`src/hdl/dmscp_regs.svh`:
```
// constants of the dual mode serial control port
`ifndef DMSCP_REGS_SVH
`define DMSCP_REGS_SVH

// four-level strap codes from the pad level detector
`define DMSCP_LVL_L 2'h0
`define DMSCP_LVL_R 2'h1
`define DMSCP_LVL_F 2'h2
`define DMSCP_LVL_H 2'h3

// smbus target address of strap pair L/L
`define DMSCP_SMB_ADDR_BASE 7'h3D
`define DMSCP_SMB_BYTE_BITS 4'h8
`define DMSCP_SMB_LAST_RBIT 4'h7
`define DMSCP_SMB_MAX_KHZ 400

// spi frame layout
`define DMSCP_SPI_FRAME_BITS 5'h11
`define DMSCP_SPI_RW_BIT 16
`define DMSCP_SPI_ADDR_MSB 15
`define DMSCP_SPI_ADDR_LSB 8
`define DMSCP_SPI_DATA_MSB 7

// register space
`define DMSCP_MUTE_REF_BASE 8'h10
`define DMSCP_MUTE_REF_COUNT 8
`define DMSCP_STATUS_ADDR 8'h20
`define DMSCP_MAPPED_TOP 8'h7F
`define DMSCP_UNMAPPED_VALUE 8'h00
`define DMSCP_REG_RESET 8'h00
`define DMSCP_MUTE_REF_RESET 8'h3F

// strap sampling delay after reset release
`define DMSCP_STRAP_SETTLE 2'h3

`endif

```
`src/hdl/dmscp_pkg.sv`:
```
// types of the dual mode serial control port
package dmscp_pkg;

  typedef enum logic [1:0] {
    DMSCP_MODE_NONE = 2'b00,
    DMSCP_MODE_SMBUS = 2'b01,
    DMSCP_MODE_SPI = 2'b10,
    DMSCP_MODE_SAVE = 2'b11
  } dmscp_mode_t;

  typedef enum logic [2:0] {
    DMSCP_SMB_IDLE = 3'b000,
    DMSCP_SMB_ADDR = 3'b001,
    DMSCP_SMB_REG = 3'b010,
    DMSCP_SMB_WDATA = 3'b011,
    DMSCP_SMB_ACK = 3'b100,
    DMSCP_SMB_RDATA = 3'b101,
    DMSCP_SMB_MACK = 3'b110
  } dmscp_smb_state_t;

  typedef struct packed {
    logic [2:0] sync1;
    logic [2:0] sync2;
    logic [2:0] prev;
    logic [5:0] strap1;
    logic [5:0] strap2;
    logic [1:0] settle;
    logic strap_done;
    dmscp_mode_t mode;
    logic [6:0] target;
    dmscp_smb_state_t smb;
    dmscp_smb_state_t after;
    logic [3:0] bits;
    logic [7:0] shift;
    logic [7:0] ptr;
    logic sda_low;
    logic [16:0] sr;
    logic [4:0] spi_cnt;
    logic mute;
  } dmscp_state_t;

  typedef struct packed {
    logic [127:0][7:0] mem;
  } dmscp_regs_t;

endpackage

```
`src/hdl/dmscp_reg_if.sv`:
```
// register access signals between port logic and register file
`timescale 1ns/1ps
interface dmscp_reg_if;
  logic wr_en;
  logic [7:0] addr;
  logic [7:0] wdata;
  logic [7:0] rdata;
  logic [2:0] rate_sel;
  logic [7:0] mute_ref;
  logic [7:0] status;

  modport ctrl (
    output wr_en,
    output addr,
    output wdata,
    output rate_sel,
    output status,
    input rdata,
    input mute_ref
  );

  modport regs (
    input wr_en,
    input addr,
    input wdata,
    input rate_sel,
    input status,
    output rdata,
    output mute_ref
  );
endinterface

```
`src/hdl/dmscp_regfile.sv`:
```
// 8-bit register file behind the serial control port
`timescale 1ns/1ps
`include "dmscp_regs.svh"
module dmscp_regfile (
  input wire logic core_clk,
  input wire logic reset_n,
  dmscp_reg_if.regs rif
);
  import dmscp_pkg::*;

  dmscp_regs_t r;
  dmscp_regs_t next_r;
  logic [7:0] ref_addr;

  function automatic logic is_mapped(input logic [7:0] a);
    return a <= `DMSCP_MAPPED_TOP;
  endfunction

  always_comb begin
    next_r = r;
    // status byte is read only
    if (rif.wr_en && is_mapped(rif.addr) && rif.addr != `DMSCP_STATUS_ADDR) begin
      next_r.mem[rif.addr[6:0]] = rif.wdata;
    end
  end

  always_ff @(posedge core_clk or negedge reset_n) begin
    if (!reset_n) begin
      r <= '0;
      for (int i = 0; i < `DMSCP_MUTE_REF_COUNT; i++) begin
        r.mem[7'(`DMSCP_MUTE_REF_BASE) + 7'(i)] <= `DMSCP_MUTE_REF_RESET;
      end
    end else begin
      r <= next_r;
    end
  end

  // one threshold per data rate
  assign ref_addr = `DMSCP_MUTE_REF_BASE + {5'h00, rif.rate_sel};
  assign rif.mute_ref = r.mem[ref_addr[6:0]];
  // unmapped addresses answer a fixed byte
  assign rif.rdata = (rif.addr == `DMSCP_STATUS_ADDR) ? rif.status :
                     is_mapped(rif.addr) ? r.mem[rif.addr[6:0]] :
                     `DMSCP_UNMAPPED_VALUE;
endmodule // dmscp_regfile

```
`src/hdl/dmscp_top.sv`:
```
// dual mode smbus / spi register access port with mute threshold
//
// Summary of operation
// - mute when cable index exceeds rate threshold
// - mode strap: H save, F spi, R reserved, L smbus
// - mode fixed from strap sampled after each reset release
// - smbus uses shared pins, straps set address
// - smbus clock rates up to 400 kHz
// - address 0x3D plus strap a major, b minor
// - sda driven only as open-drain pulldown
// - nine clocks per byte, low ninth acknowledges
// - write: address, register, data, then store
// - read: register set, repeated start, byte returned
// - levels F and H use pins as spi
// - spi frame is 17 bits under chip select
// - chip select high ignores input, floats output
// - frame is direction, address, data, msb first
// - previous frame shifts out as new shifts in
// - spi write applied at chip select rise
// - input bits captured on rising clock edges
// - read frame loads data for next frame
// - daisy chain: 17 times N clocks per frame
`timescale 1ns/1ps
`include "dmscp_regs.svh"
module dmscp_top (
  input wire logic core_clk,
  input wire logic reset_n,
  input wire logic [1:0] mode_strap_level,
  input wire logic [1:0] target_addr_strap_a,
  input wire logic [1:0] target_addr_strap_b,
  input wire logic serial_clock_or_smbus_clock,
  input wire logic chip_select_or_strap_a,
  input wire logic serial_in_or_smbus_data,
  output logic serial_in_or_smbus_data_out,
  output logic serial_in_or_smbus_data_oe,
  output logic serial_out_or_strap_b,
  output logic serial_out_or_strap_b_oe,
  input wire logic [5:0] cable_length_index,
  input wire logic [2:0] data_rate_sel,
  output logic mute_outputs,
  output logic power_save,
  output logic mode_is_smbus,
  output logic mode_is_spi,
  output dmscp_pkg::dmscp_mode_t access_mode
);
  import dmscp_pkg::*;

  dmscp_state_t st;
  dmscp_state_t next_st;
  dmscp_reg_if rif ();
  logic wr_en;
  logic [7:0] wdata;
  logic spi_alive;
  logic clk_s;
  logic clk_rise;
  logic clk_fall;
  logic sda_s;
  logic cs_s;
  logic cs_rise;
  logic smb_start;
  logic smb_stop;

  function automatic dmscp_mode_t decode_mode(input logic [1:0] lvl);
    case (lvl)
      `DMSCP_LVL_H: decode_mode = DMSCP_MODE_SAVE;
      `DMSCP_LVL_F: decode_mode = DMSCP_MODE_SPI;
      `DMSCP_LVL_L: decode_mode = DMSCP_MODE_SMBUS;
      default: decode_mode = DMSCP_MODE_NONE;
    endcase
  endfunction

  function automatic logic [6:0] target_addr(input logic [1:0] a, input logic [1:0] b);
    target_addr = `DMSCP_SMB_ADDR_BASE + {3'h0, a, b};
  endfunction

  // pin view after the two synchroniser stages, bit order {cs, data, clk}
  assign clk_s = st.sync2[0];
  assign sda_s = st.sync2[1];
  assign cs_s = st.sync2[2];
  // 200 MHz sampling resolves every edge of a 400 kHz clock
  assign clk_rise = clk_s && !st.prev[0];
  assign clk_fall = !clk_s && st.prev[0];
  assign cs_rise = cs_s && !st.prev[2];
  assign smb_start = st.prev[0] && clk_s && st.prev[1] && !sda_s;
  assign smb_stop = st.prev[0] && clk_s && !st.prev[1] && sda_s;
  assign spi_alive = (st.mode == DMSCP_MODE_SPI) || (st.mode == DMSCP_MODE_SAVE);

  always_comb begin
    next_st = st;
    wr_en = 1'b0;
    wdata = st.shift;
    next_st.sync1 = {chip_select_or_strap_a, serial_in_or_smbus_data,
                     serial_clock_or_smbus_clock};
    next_st.sync2 = st.sync1;
    next_st.prev = st.sync2;
    next_st.strap1 = {mode_strap_level, target_addr_strap_a, target_addr_strap_b};
    next_st.strap2 = st.strap1;

    // straps taken once after reset release, then frozen
    if (!st.strap_done) begin
      if (st.settle == `DMSCP_STRAP_SETTLE) begin
        next_st.strap_done = 1'b1;
        next_st.mode = decode_mode(st.strap2[5:4]);
        next_st.target = target_addr(st.strap2[3:2], st.strap2[1:0]);
      end else begin
        next_st.settle = st.settle + 2'h1;
      end
    end

    // smbus target
    if (st.mode == DMSCP_MODE_SMBUS) begin
      if (smb_start) begin
        // also serves as repeated start
        next_st.smb = DMSCP_SMB_ADDR;
        next_st.bits = 4'h0;
        next_st.sda_low = 1'b0;
      end else if (smb_stop) begin
        next_st.smb = DMSCP_SMB_IDLE;
        next_st.sda_low = 1'b0;
      end else begin
        case (st.smb)
          DMSCP_SMB_ADDR, DMSCP_SMB_REG, DMSCP_SMB_WDATA: begin
            if (clk_rise && st.bits < `DMSCP_SMB_BYTE_BITS) begin
              next_st.shift = {st.shift[6:0], sda_s};
              next_st.bits = st.bits + 4'h1;
            end else if (clk_fall && st.bits == `DMSCP_SMB_BYTE_BITS) begin
              next_st.bits = 4'h0;
              next_st.sda_low = 1'b1;
              next_st.smb = DMSCP_SMB_ACK;
              case (st.smb)
                DMSCP_SMB_ADDR: begin
                  // address in bits 7:1, direction in bit 0
                  if (st.shift[7:1] == st.target) begin
                    next_st.after = st.shift[0] ? DMSCP_SMB_RDATA : DMSCP_SMB_REG;
                  end else begin
                    next_st.sda_low = 1'b0;
                    next_st.smb = DMSCP_SMB_IDLE;
                  end
                end
                DMSCP_SMB_REG: begin
                  next_st.ptr = st.shift;
                  next_st.after = DMSCP_SMB_WDATA;
                end
                default: begin
                  wr_en = 1'b1;
                  next_st.after = DMSCP_SMB_WDATA;
                end
              endcase
            end
          end
          DMSCP_SMB_ACK: begin
            // end of the ninth pulse
            if (clk_fall) begin
              next_st.sda_low = 1'b0;
              next_st.smb = st.after;
              next_st.bits = 4'h0;
              if (st.after == DMSCP_SMB_RDATA) begin
                next_st.shift = rif.rdata;
                next_st.sda_low = !rif.rdata[7];
              end
            end
          end
          DMSCP_SMB_RDATA: begin
            if (clk_fall) begin
              if (st.bits == `DMSCP_SMB_LAST_RBIT) begin
                // transmitter lets go for the host acknowledge
                next_st.sda_low = 1'b0;
                next_st.smb = DMSCP_SMB_MACK;
              end else begin
                next_st.shift = {st.shift[6:0], 1'b0};
                next_st.sda_low = !st.shift[6];
                next_st.bits = st.bits + 4'h1;
              end
            end
          end
          DMSCP_SMB_MACK: begin
            if (clk_rise) begin
              if (sda_s) begin
                next_st.smb = DMSCP_SMB_IDLE;
              end else begin
                next_st.smb = DMSCP_SMB_ACK;
                next_st.after = DMSCP_SMB_RDATA;
              end
            end
          end
          default: begin
            next_st.sda_low = 1'b0;
          end
        endcase
      end
    end

    // spi peripheral: one 17-bit shift register
    if (spi_alive) begin
      if (!cs_s && clk_rise) begin
        next_st.sr = {st.sr[15:0], sda_s};
        if (st.spi_cnt < `DMSCP_SPI_FRAME_BITS) begin
          next_st.spi_cnt = st.spi_cnt + 5'h01;
        end
      end
      if (cs_rise) begin
        // in a chain the last 17 bits left in place are this device's
        if (st.spi_cnt == `DMSCP_SPI_FRAME_BITS) begin
          if (!st.sr[`DMSCP_SPI_RW_BIT]) begin
            wr_en = 1'b1;
          end else begin
            next_st.sr[`DMSCP_SPI_DATA_MSB:0] = rif.rdata;
          end
        end
        next_st.spi_cnt = 5'h00;
      end
      wdata = st.sr[`DMSCP_SPI_DATA_MSB:0];
    end

    next_st.mute = {2'h0, cable_length_index} > rif.mute_ref;
  end

  always_ff @(posedge core_clk or negedge reset_n) begin
    if (!reset_n) begin
      st <= '0;
    end else begin
      st <= next_st;
    end
  end

  assign rif.wr_en = wr_en;
  assign rif.wdata = wdata;
  assign rif.addr = spi_alive ? st.sr[`DMSCP_SPI_ADDR_MSB:`DMSCP_SPI_ADDR_LSB] : st.ptr;
  assign rif.rate_sel = data_rate_sel;
  assign rif.status = {st.mute, power_save, cable_length_index};

  dmscp_regfile u_regfile (
    .core_clk(core_clk),
    .reset_n(reset_n),
    .rif(rif)
  );

  // open-drain: only ever pulls low
  assign serial_in_or_smbus_data_out = 1'b0;
  assign serial_in_or_smbus_data_oe = (st.mode == DMSCP_MODE_SMBUS) && st.sda_low;
  assign serial_out_or_strap_b = st.sr[`DMSCP_SPI_RW_BIT];
  // enable follows the raw chip select pin without the clock
  assign serial_out_or_strap_b_oe = spi_alive && !chip_select_or_strap_a;
  assign mute_outputs = st.mute;
  assign power_save = (st.mode == DMSCP_MODE_SAVE);
  assign mode_is_smbus = (st.mode == DMSCP_MODE_SMBUS);
  assign mode_is_spi = spi_alive;
  assign access_mode = st.mode;
endmodule // dmscp_top

```
`config.mk`:
```
export PLATFORM = sky130hd
export DESIGN_NAME = dmscp_top
export DESIGN_NICKNAME = d
export VERILOG_FILES = /design/src/hdl/dmscp_pkg.sv /design/src/hdl/dmscp_reg_if.sv /design/src/hdl/dmscp_regfile.sv /design/src/hdl/dmscp_top.sv
export VERILOG_INCLUDE_DIRS = /design/src /design/src/hdl
export SDC_FILE = /design/constraint.sdc
export NUM_CORES = 2
export LEC_CHECK = 0
export BUFFER_PORTS_ARGS = -buffer_cell sky130_fd_sc_hd__buf_2
export CORE_ASPECT_RATIO = 2
export CORE_MARGIN = 4
export CORE_UTILIZATION = 25
export DETAILED_ROUTE_END_ITERATION = 8
export PLACE_DENSITY = 0.37
export SLEW_MARGIN = 10
export SYNTH_ARGS = -nofsm -noshare
export SYNTH_HDL_FRONTEND = slang
export SYNTH_SLANG_ARGS = --single-unit
```
`constraint.sdc`:
```
create_clock -name core_clk -period 4.7 [get_ports core_clk]
set_input_delay 0.235 -clock core_clk [delete_from_list [all_inputs] [get_ports core_clk]]
set_output_delay 0.235 -clock core_clk [all_outputs]
set_load 0.02 [all_outputs]
```
; ---- Yosys cells after proc, flatten, opt, wreduce, memory -nomap -nowiden
; Index checks and enable logic that the tools add are counted.
[totals]
regBits = 1107
output_inout_bits = 10
inputBits = 20
word_cells = 319
[classes]
n_reduce_logical = 45
n_addsub = 5
eq_ne = 41
magnitude_cmp = 7
bitwise_logic = 5
n_mux = 69
[op_table]
columns = cell, count
row1 = $bwmux W1024, 1
row2 = $bmux W8 S7, 2
row3 = $mux W8, 13
row4 = $demux W8 S7, 1
row5 = $mux W12, 3
row6 = $mux W3, 12
row7 = $pmux W12 S3, 1
row8 = $mux W10, 3
row9 = $ne A4 B4 Y1 const B, 7
row10 = $mux W13, 2
row11 = $mux W20, 1
row12 = $ne A2 B2 Y1 const B, 10
row13 = $mux W1, 19
row14 = $mux W9, 2
row15 = $reduce_and A9 Y1, 2
row16 = $logic_and A1 B1 Y1, 16
row17 = $lt A7 B8 Y1 const B, 2
row18 = $ne A3 B3 Y1 const B, 5
row19 = $reduce_and A7 Y1, 2
row20 = $eq A3 B3 Y1 const B, 4
row21 = $mux W6, 2
row22 = $pmux W3 S4, 1
row23 = $eq A2 B2 Y1 const B, 5
row24 = $logic_not A1 Y1, 9
row25 = 37 further kinds, 47

; ---- Logic depth before layout (Yosys ltp)
[logic_depth]
depth_word = 15
mapped_depth = 14
mapped_depth_nobuf = 10

; ---- Hierarchy
; A second synthesis with hierarchy kept.
[hier_totals]
hier_cells = 3900
hier_area_um2 = 51605.7
[modules_own_cells]
columns = mod, cells_each, area_each_um2, instances
row1 = dmscp_regfile, 3530, 47440.5, 1
row2 = dmscp_top, 370, 4165.2, 1

; ---- Least setup slack after synthesis
; No wires, ideal clock.
[synth_timing]
path_type = reg-to-reg
start = register st, in the netlist access_mode[1]
end = register u_regfile.r[816] (netlist bit)
t_required_ps = 4575
path_buffers = 6
period_less_slack_ps = 2675
path_slack_ps = 2025
arrival_ps = 2550
path_stages_with_launch = 11
path_cell_list = dfrtp_1 buf_6 buf_6 buf_6 o32a_2 buf_6 buf_6 or3_1 buf_6 nor2_8 mux2_4
[synth_between]
elab_chain_cells = 8
word_cells_on_any_way = 21
cone_classes = 3 x order compare / 4 x eq/ne / 10 x mux / 4 x reduce/logical
[synth_lines]
columns = item, line
row1 = from (decl), dmscp_top.sv:48  ; dmscp_state_t st;
row2 = from (signal assigned), dmscp_top.sv:222  ; st <= next_st;
row3 = $eq A2 B2 Y1 / $eq A2 B1 Y1 (equally long branches), "dmscp_top.sv:86, dmscp_top.sv:111"
row4 = $logic_or A1 B1 Y1 / $mux W1 (equally long branches), "dmscp_top.sv:86, dmscp_top.sv:111"
row5 = $mux W8 / $mux W1 (equally long branches), "dmscp_top.sv:228, dmscp_top.sv:204"
row6 = "$lt A7 B8 Y1 (not written as such), or another cell as far along", dmscp_regfile.sv:23  ; next_r.mem[rif.addr[6:0]] = rif.wdata;
row7 = $logic_and A1 B1 Y1 (not written as such) / $mux W1 (equally long branches), "dmscp_regfile.sv:23, dmscp_top.sv:201"
row8 = $mux W8 (not written as such) / $mux W1 (equally long branches), "dmscp_regfile.sv:23, dmscp_top.sv:194"
row9 = $demux W8 S7 / $logic_and A1 B1 Y1 (equally long branches), n/a
row10 = $bwmux W1024 / $logic_and A1 B1 Y1 (equally long branches), n/a
row11 = to (signal assigned), dmscp_regfile.sv:34  ; r <= next_r;
row12 = to (decl), dmscp_regfile.sv:11  ; dmscp_regs_t r;
; Several ways; a longest one is shown, not always the timed one.
; A chain may end at the register's enable or synchronous reset.

; ---- Final worst setup path
[layout_timing]
start = register st, in the netlist access_mode[1]
end = register st[38] (netlist bit)
[layout_between]
elab_chain_cells = 10
word_cells_on_any_way = 15
cone_classes = 1 x order compare / 4 x eq/ne / 8 x mux / 2 x reduce/logical
[layout_lines]
columns = item, line
row1 = $eq A2 B2 Y1 (on tied branches), "dmscp_top.sv:86, dmscp_top.sv:245"
row2 = $logic_or A1 B1 Y1, dmscp_top.sv:86  ; assign spi_alive = (st.mode == DMSCP_MODE_SPI) || (st.mode == DMSCP_MODE_SAVE);
row3 = $mux W8, dmscp_top.sv:228  ; assign rif.addr = spi_alive ? st.sr[`DMSCP_SPI_ADDR_MSB:`DMSCP_SPI_ADDR_LSB] : st.ptr;
row4 = $bmux W8 S7, dmscp_regfile.sv:43  ; is_mapped(rif.addr) ? r.mem[rif.addr[6:0]] :
row5 = $mux W8 (not written as such), dmscp_regfile.sv:43
row6 = $mux W8 (no source line) (2 in series), n/a
row7 = $mux W8, dmscp_top.sv:157  ; if (st.after == DMSCP_SMB_RDATA) begin
row8 = $mux W12, dmscp_top.sv:153  ; if (clk_fall) begin
row9 = $pmux W12 S3, dmscp_top.sv:121  ; case (st.smb)
; Several ways; a longest one is shown, not always the timed one. The select of a mux whose other input is x is not followed.

==> results by group <==
Clock tree
  – Reg clk slew, reported paths: 70 ps
  – Setup Fix Bufs, Post-CTS: 0
  – Clock sink count: 1107
  – Clock root buffer: clkbuf_16
  – CTS tree: done
  – Maximum clock insertion buffer count: 3
  – CTS buffer count: 106
  – Worst-Skew Late Latency: roughly 730 ps
  – H-tree depth: 3

Yosys
  – Leading area contributor after synthesis: dfrtp_1
  – Synth Area in Simple Gates: roughly 6.9%
  – Synth Instances: about 3800
  – Synth Area in XOR/XNOR: less than 1%
  – Number of synthesized flops with an enable pin: 0
  – Synthesized net count: roughly 3900
  – Post-synthesis compound-gate area fraction: between 10% and 20%
  – Post-Synthesis Cell Area: about 50000 µm²
  – Most common cell in the netlist: dfrtp_1
  – Post-synthesis cell type count: 84
  – Largest family of logic cells by synthesized area: multiplexers
  – Warnings, synthesis: 0
  – Sequential cell area fraction in the yosys report: about 55%
  – Top FF cell, synth: dfrtp_1
  – Avg Cell Area, Syn: between 10 and 15 µm²
  – Mux cell area share after synthesis: about a quarter
  – Yosys top cell area share: 52.4%
  – Yosys reg bits: approximately 1100
  – Synth cell count leaders: 1059 x dfrtp_1, 964 x mux2_2, 418 x o22ai_1, 173 x nand2_1, 154 x clkbuf_1
  – Area contributors post-synth: dfrtp_1 52%, mux2_2 21%, o22ai_1 5.2%
  – Async SR Flop Fraction: 100%
  – Synth Area in Adders: less than 1%

Setup path
  – CP arrival: around 5200 ps
  – CP max stage cell: o41ai_1
  – CP dominant cell by count: buf_4
  – CP delay by family, top: compound AO/OA/AOI/OAI gates
  – Worst setup SP type: register
  – Worst setup EP type: register
  – Reg2reg start: access_mode[1]
  – Crit path kind: register to register
  – CP cell instances: or3b_1 -> buf_4 -> o22a_4 -> buf_4 -> o22ai_1 -> o41ai_1 -> buf_4 -> a41oi_1 -> buf_4 -> or3_1 -> nor3_1 -> buf_4 -> o221a_1
  – Required time worst endpoint: roughly 5400 ps
  – CP bufs+invs: 5
  – CP startpoint: access_mode[1]
  – Crit-path max FO: 23
  – Critical Path Max Stage Delay: 810 ps

GRT
  – Largest net degree at the start of global routing: 132
  – Congestion Overflow GR: 0
  – Antenna violations before repair: 2
  – Vias in the first global route: between 30000 and 40000
  – GRT Overall Usage: 18.5%
  – First-pass GRT wire length: roughly 280 mm

Cells and area
  – Filler instances: 20500
  – Share of cells above drive strength 1: between 40% and 50%
  – Non-filler instance count after layout: between 6000 and 7000
  – Layout Area Growth over Synthesis: 16.5%
  – Fin nets: between 3000 and 4000
  – Fin area: between 50000 and 60000 µm²

Min path
  – HP Class: primary input to async pin

Timing
  – Period Utilization, post-route: between 90% and 100%
  – Minimum clock period after layout: 4510 ps
  – Fin Clk Skew: 26.9 ps
  – Hold Vio Cnt, Final: 0
  – RSZ-0062 raised after global routing: no
  – Setup TNS: 0 ps
  – Max-slew violations: 0
  – Worst setup margin: 194 ps
  – Final setup viols: 0
  – Max Fclk: 222 MHz
  – Worst Max-Slew Pin Slew: roughly 1200 ps
  – Rel. slew slack: roughly 18%

Route
  – Vias/cell: approximately 5
  – Final antenna-violating net count: 0
  – Drt wl/cell: roughly 30 µm
  – Initial DRC Count: 1954
  – TritonRoute pass-1 iters: 5
  – Remaining DRCs: 0
  – DR vias: 33500
  – WL final: between 150 and 200 mm

Power
  – Peak supply drop: 0.269 mV
  – P_leak: about 28 nW
  – Power, Total: between 20 and 25 mW
  – Net Sw Frac: about a third
  – Part of the power in registers: about two fifths
  – Cell Int Power: approximately 16 mW
  – NetSw: 8.05 mW
  – Clock Power Share: between 30 and 40%
  – Logic pwr share: roughly 20%
  – PD cells: approximately 420 nW/µm²

Place
  – I/O Buffers: 28
  – Final HPWL DP: between 100 and 150 mm
  – GPL Wtd Cong: around 0.8
  – Placed instance area: 54900 µm²
  – Cell count after placement: 6493
  – Pre-CTS WS: -83.8 ps

Floorplan
  – Total die area: roughly 210000 µm²
  – # IOs: 30
  – CORE AREA: slightly above 200000 µm²
  – Die width: about 330 µm
  – Starting density of the core: 25.1%
  – Chip Height: 644 µm
  – Core Rows: ~230

Flow run
  – Max-Cap Viols: 0

Run status
  – Status: complete, no violations
[power groups by stage]
stage	logic, mW	registers [mW]	clock network, mW
after global placement	5.08	10.0	0
final	4.97	9.87	9.67
after global routing	5.26	9.87	10.3
after CTS	5.09	9.87	9.97
after detailed placement	5.06	10.0	0
after floorplan	2.53	9.90	0
[stage by stage]
stage                     hold slack (ps)  utilization (%)
after floorplan                     -60.6                -
after global placement                319             27.3
after detailed placement              325             27.3
after CTS                            42.1             29.3
after global routing                 90.0             29.3
final                                75.8             29.3
[flip-flops by register name, summed over array words and instances (netlist names)]
register and count:
access_mode 2, clk_s 1, cs_s 1, mute_outputs 1, next_st 10, serial_out_or_strap_b 1
st 67, u_regfile.r 1024
[layout make-up]
class                   count  area, µm²  share of cell area (%)
flip-flops and latches   1107      27800                    47.1
multi-input cells        2413      21500                    36.4
well taps                2702       3380                    5.74
clock buffers             145       3070                    5.21
repair buffers            266       2410                    4.10
clock inverters            57        777                    1.32
inverters                  21       78.8                   0.134
diodes                      4       10.0                  0.0170
[per-layer routing]
layer	share of wire (%)	up-vias	track usage, %	wire [µm]
li1	-	14500	-	-
met1	37	18100	19.7	73100
met2	57	581	37.5	114000
met3	2.2	266	1.56	4270
met4	3.5	2	6.13	7010
met5	0.0061	-	0	12
[path summary, 6_finish.rpt]
path / cells past startpoint / slack, ps / to
setup / recovery: 13 / 190 / st[38]
hold / removal: 2 / 80 / u_regfile.r[708]
setup reg to reg: 13 / 190 / st[38]
hold reg to reg: 0 / 350 / st[66]
max in group asynchronous: 3 / 3240 / next_st[66]
min in group core_clk: 3 / 110 / mute_outputs
[placed cells by master (no fill, tap or decap), types with 15 or more instances in the layout]
cell type,n
and3_1,34
clkbuf_8,23
dlygate4sd3_1,16
bufinv_16,17
o22ai_1,418
clkinv_2,24
clkbuf_16,108
nor3_1,35
o31ai_1,15
buf_4,187
mux2_4,31
nand3_1,38
buf_2,27
buf_12,35
a21oi_1,65
inv_1,19
nor2_4,44
a41oi_1,18
dfrtp_1,1058
nor2_1,53
nand2_2,56
o21ai_0,43
nor2_8,27
dfstp_2,48
mux2_2,957
o41ai_1,98
nand2_1,172
mux2_1,72
nand2b_1,16
[what timing repair did]
action                                  in CTS  in global routing
hold endpoints to repair                    85                  0
endpoints found under the setup margin       4                  0
resized for setup                            2                  0
hold buffers                                16                  0
[cells by family (layout without fill, tap and decap cells)]
logic type	after synthesis	in the layout
DFF	1107	1107
muxes	1084	1084
AOI/OAI and AO/OA	750	750
and+or+nand+nor	552	552
buffers and inverters	319	489
adders and majority gates	14	14
xor gates and xnor gates	12	12
other	1	5
Power figures use the tool's default switching activity.
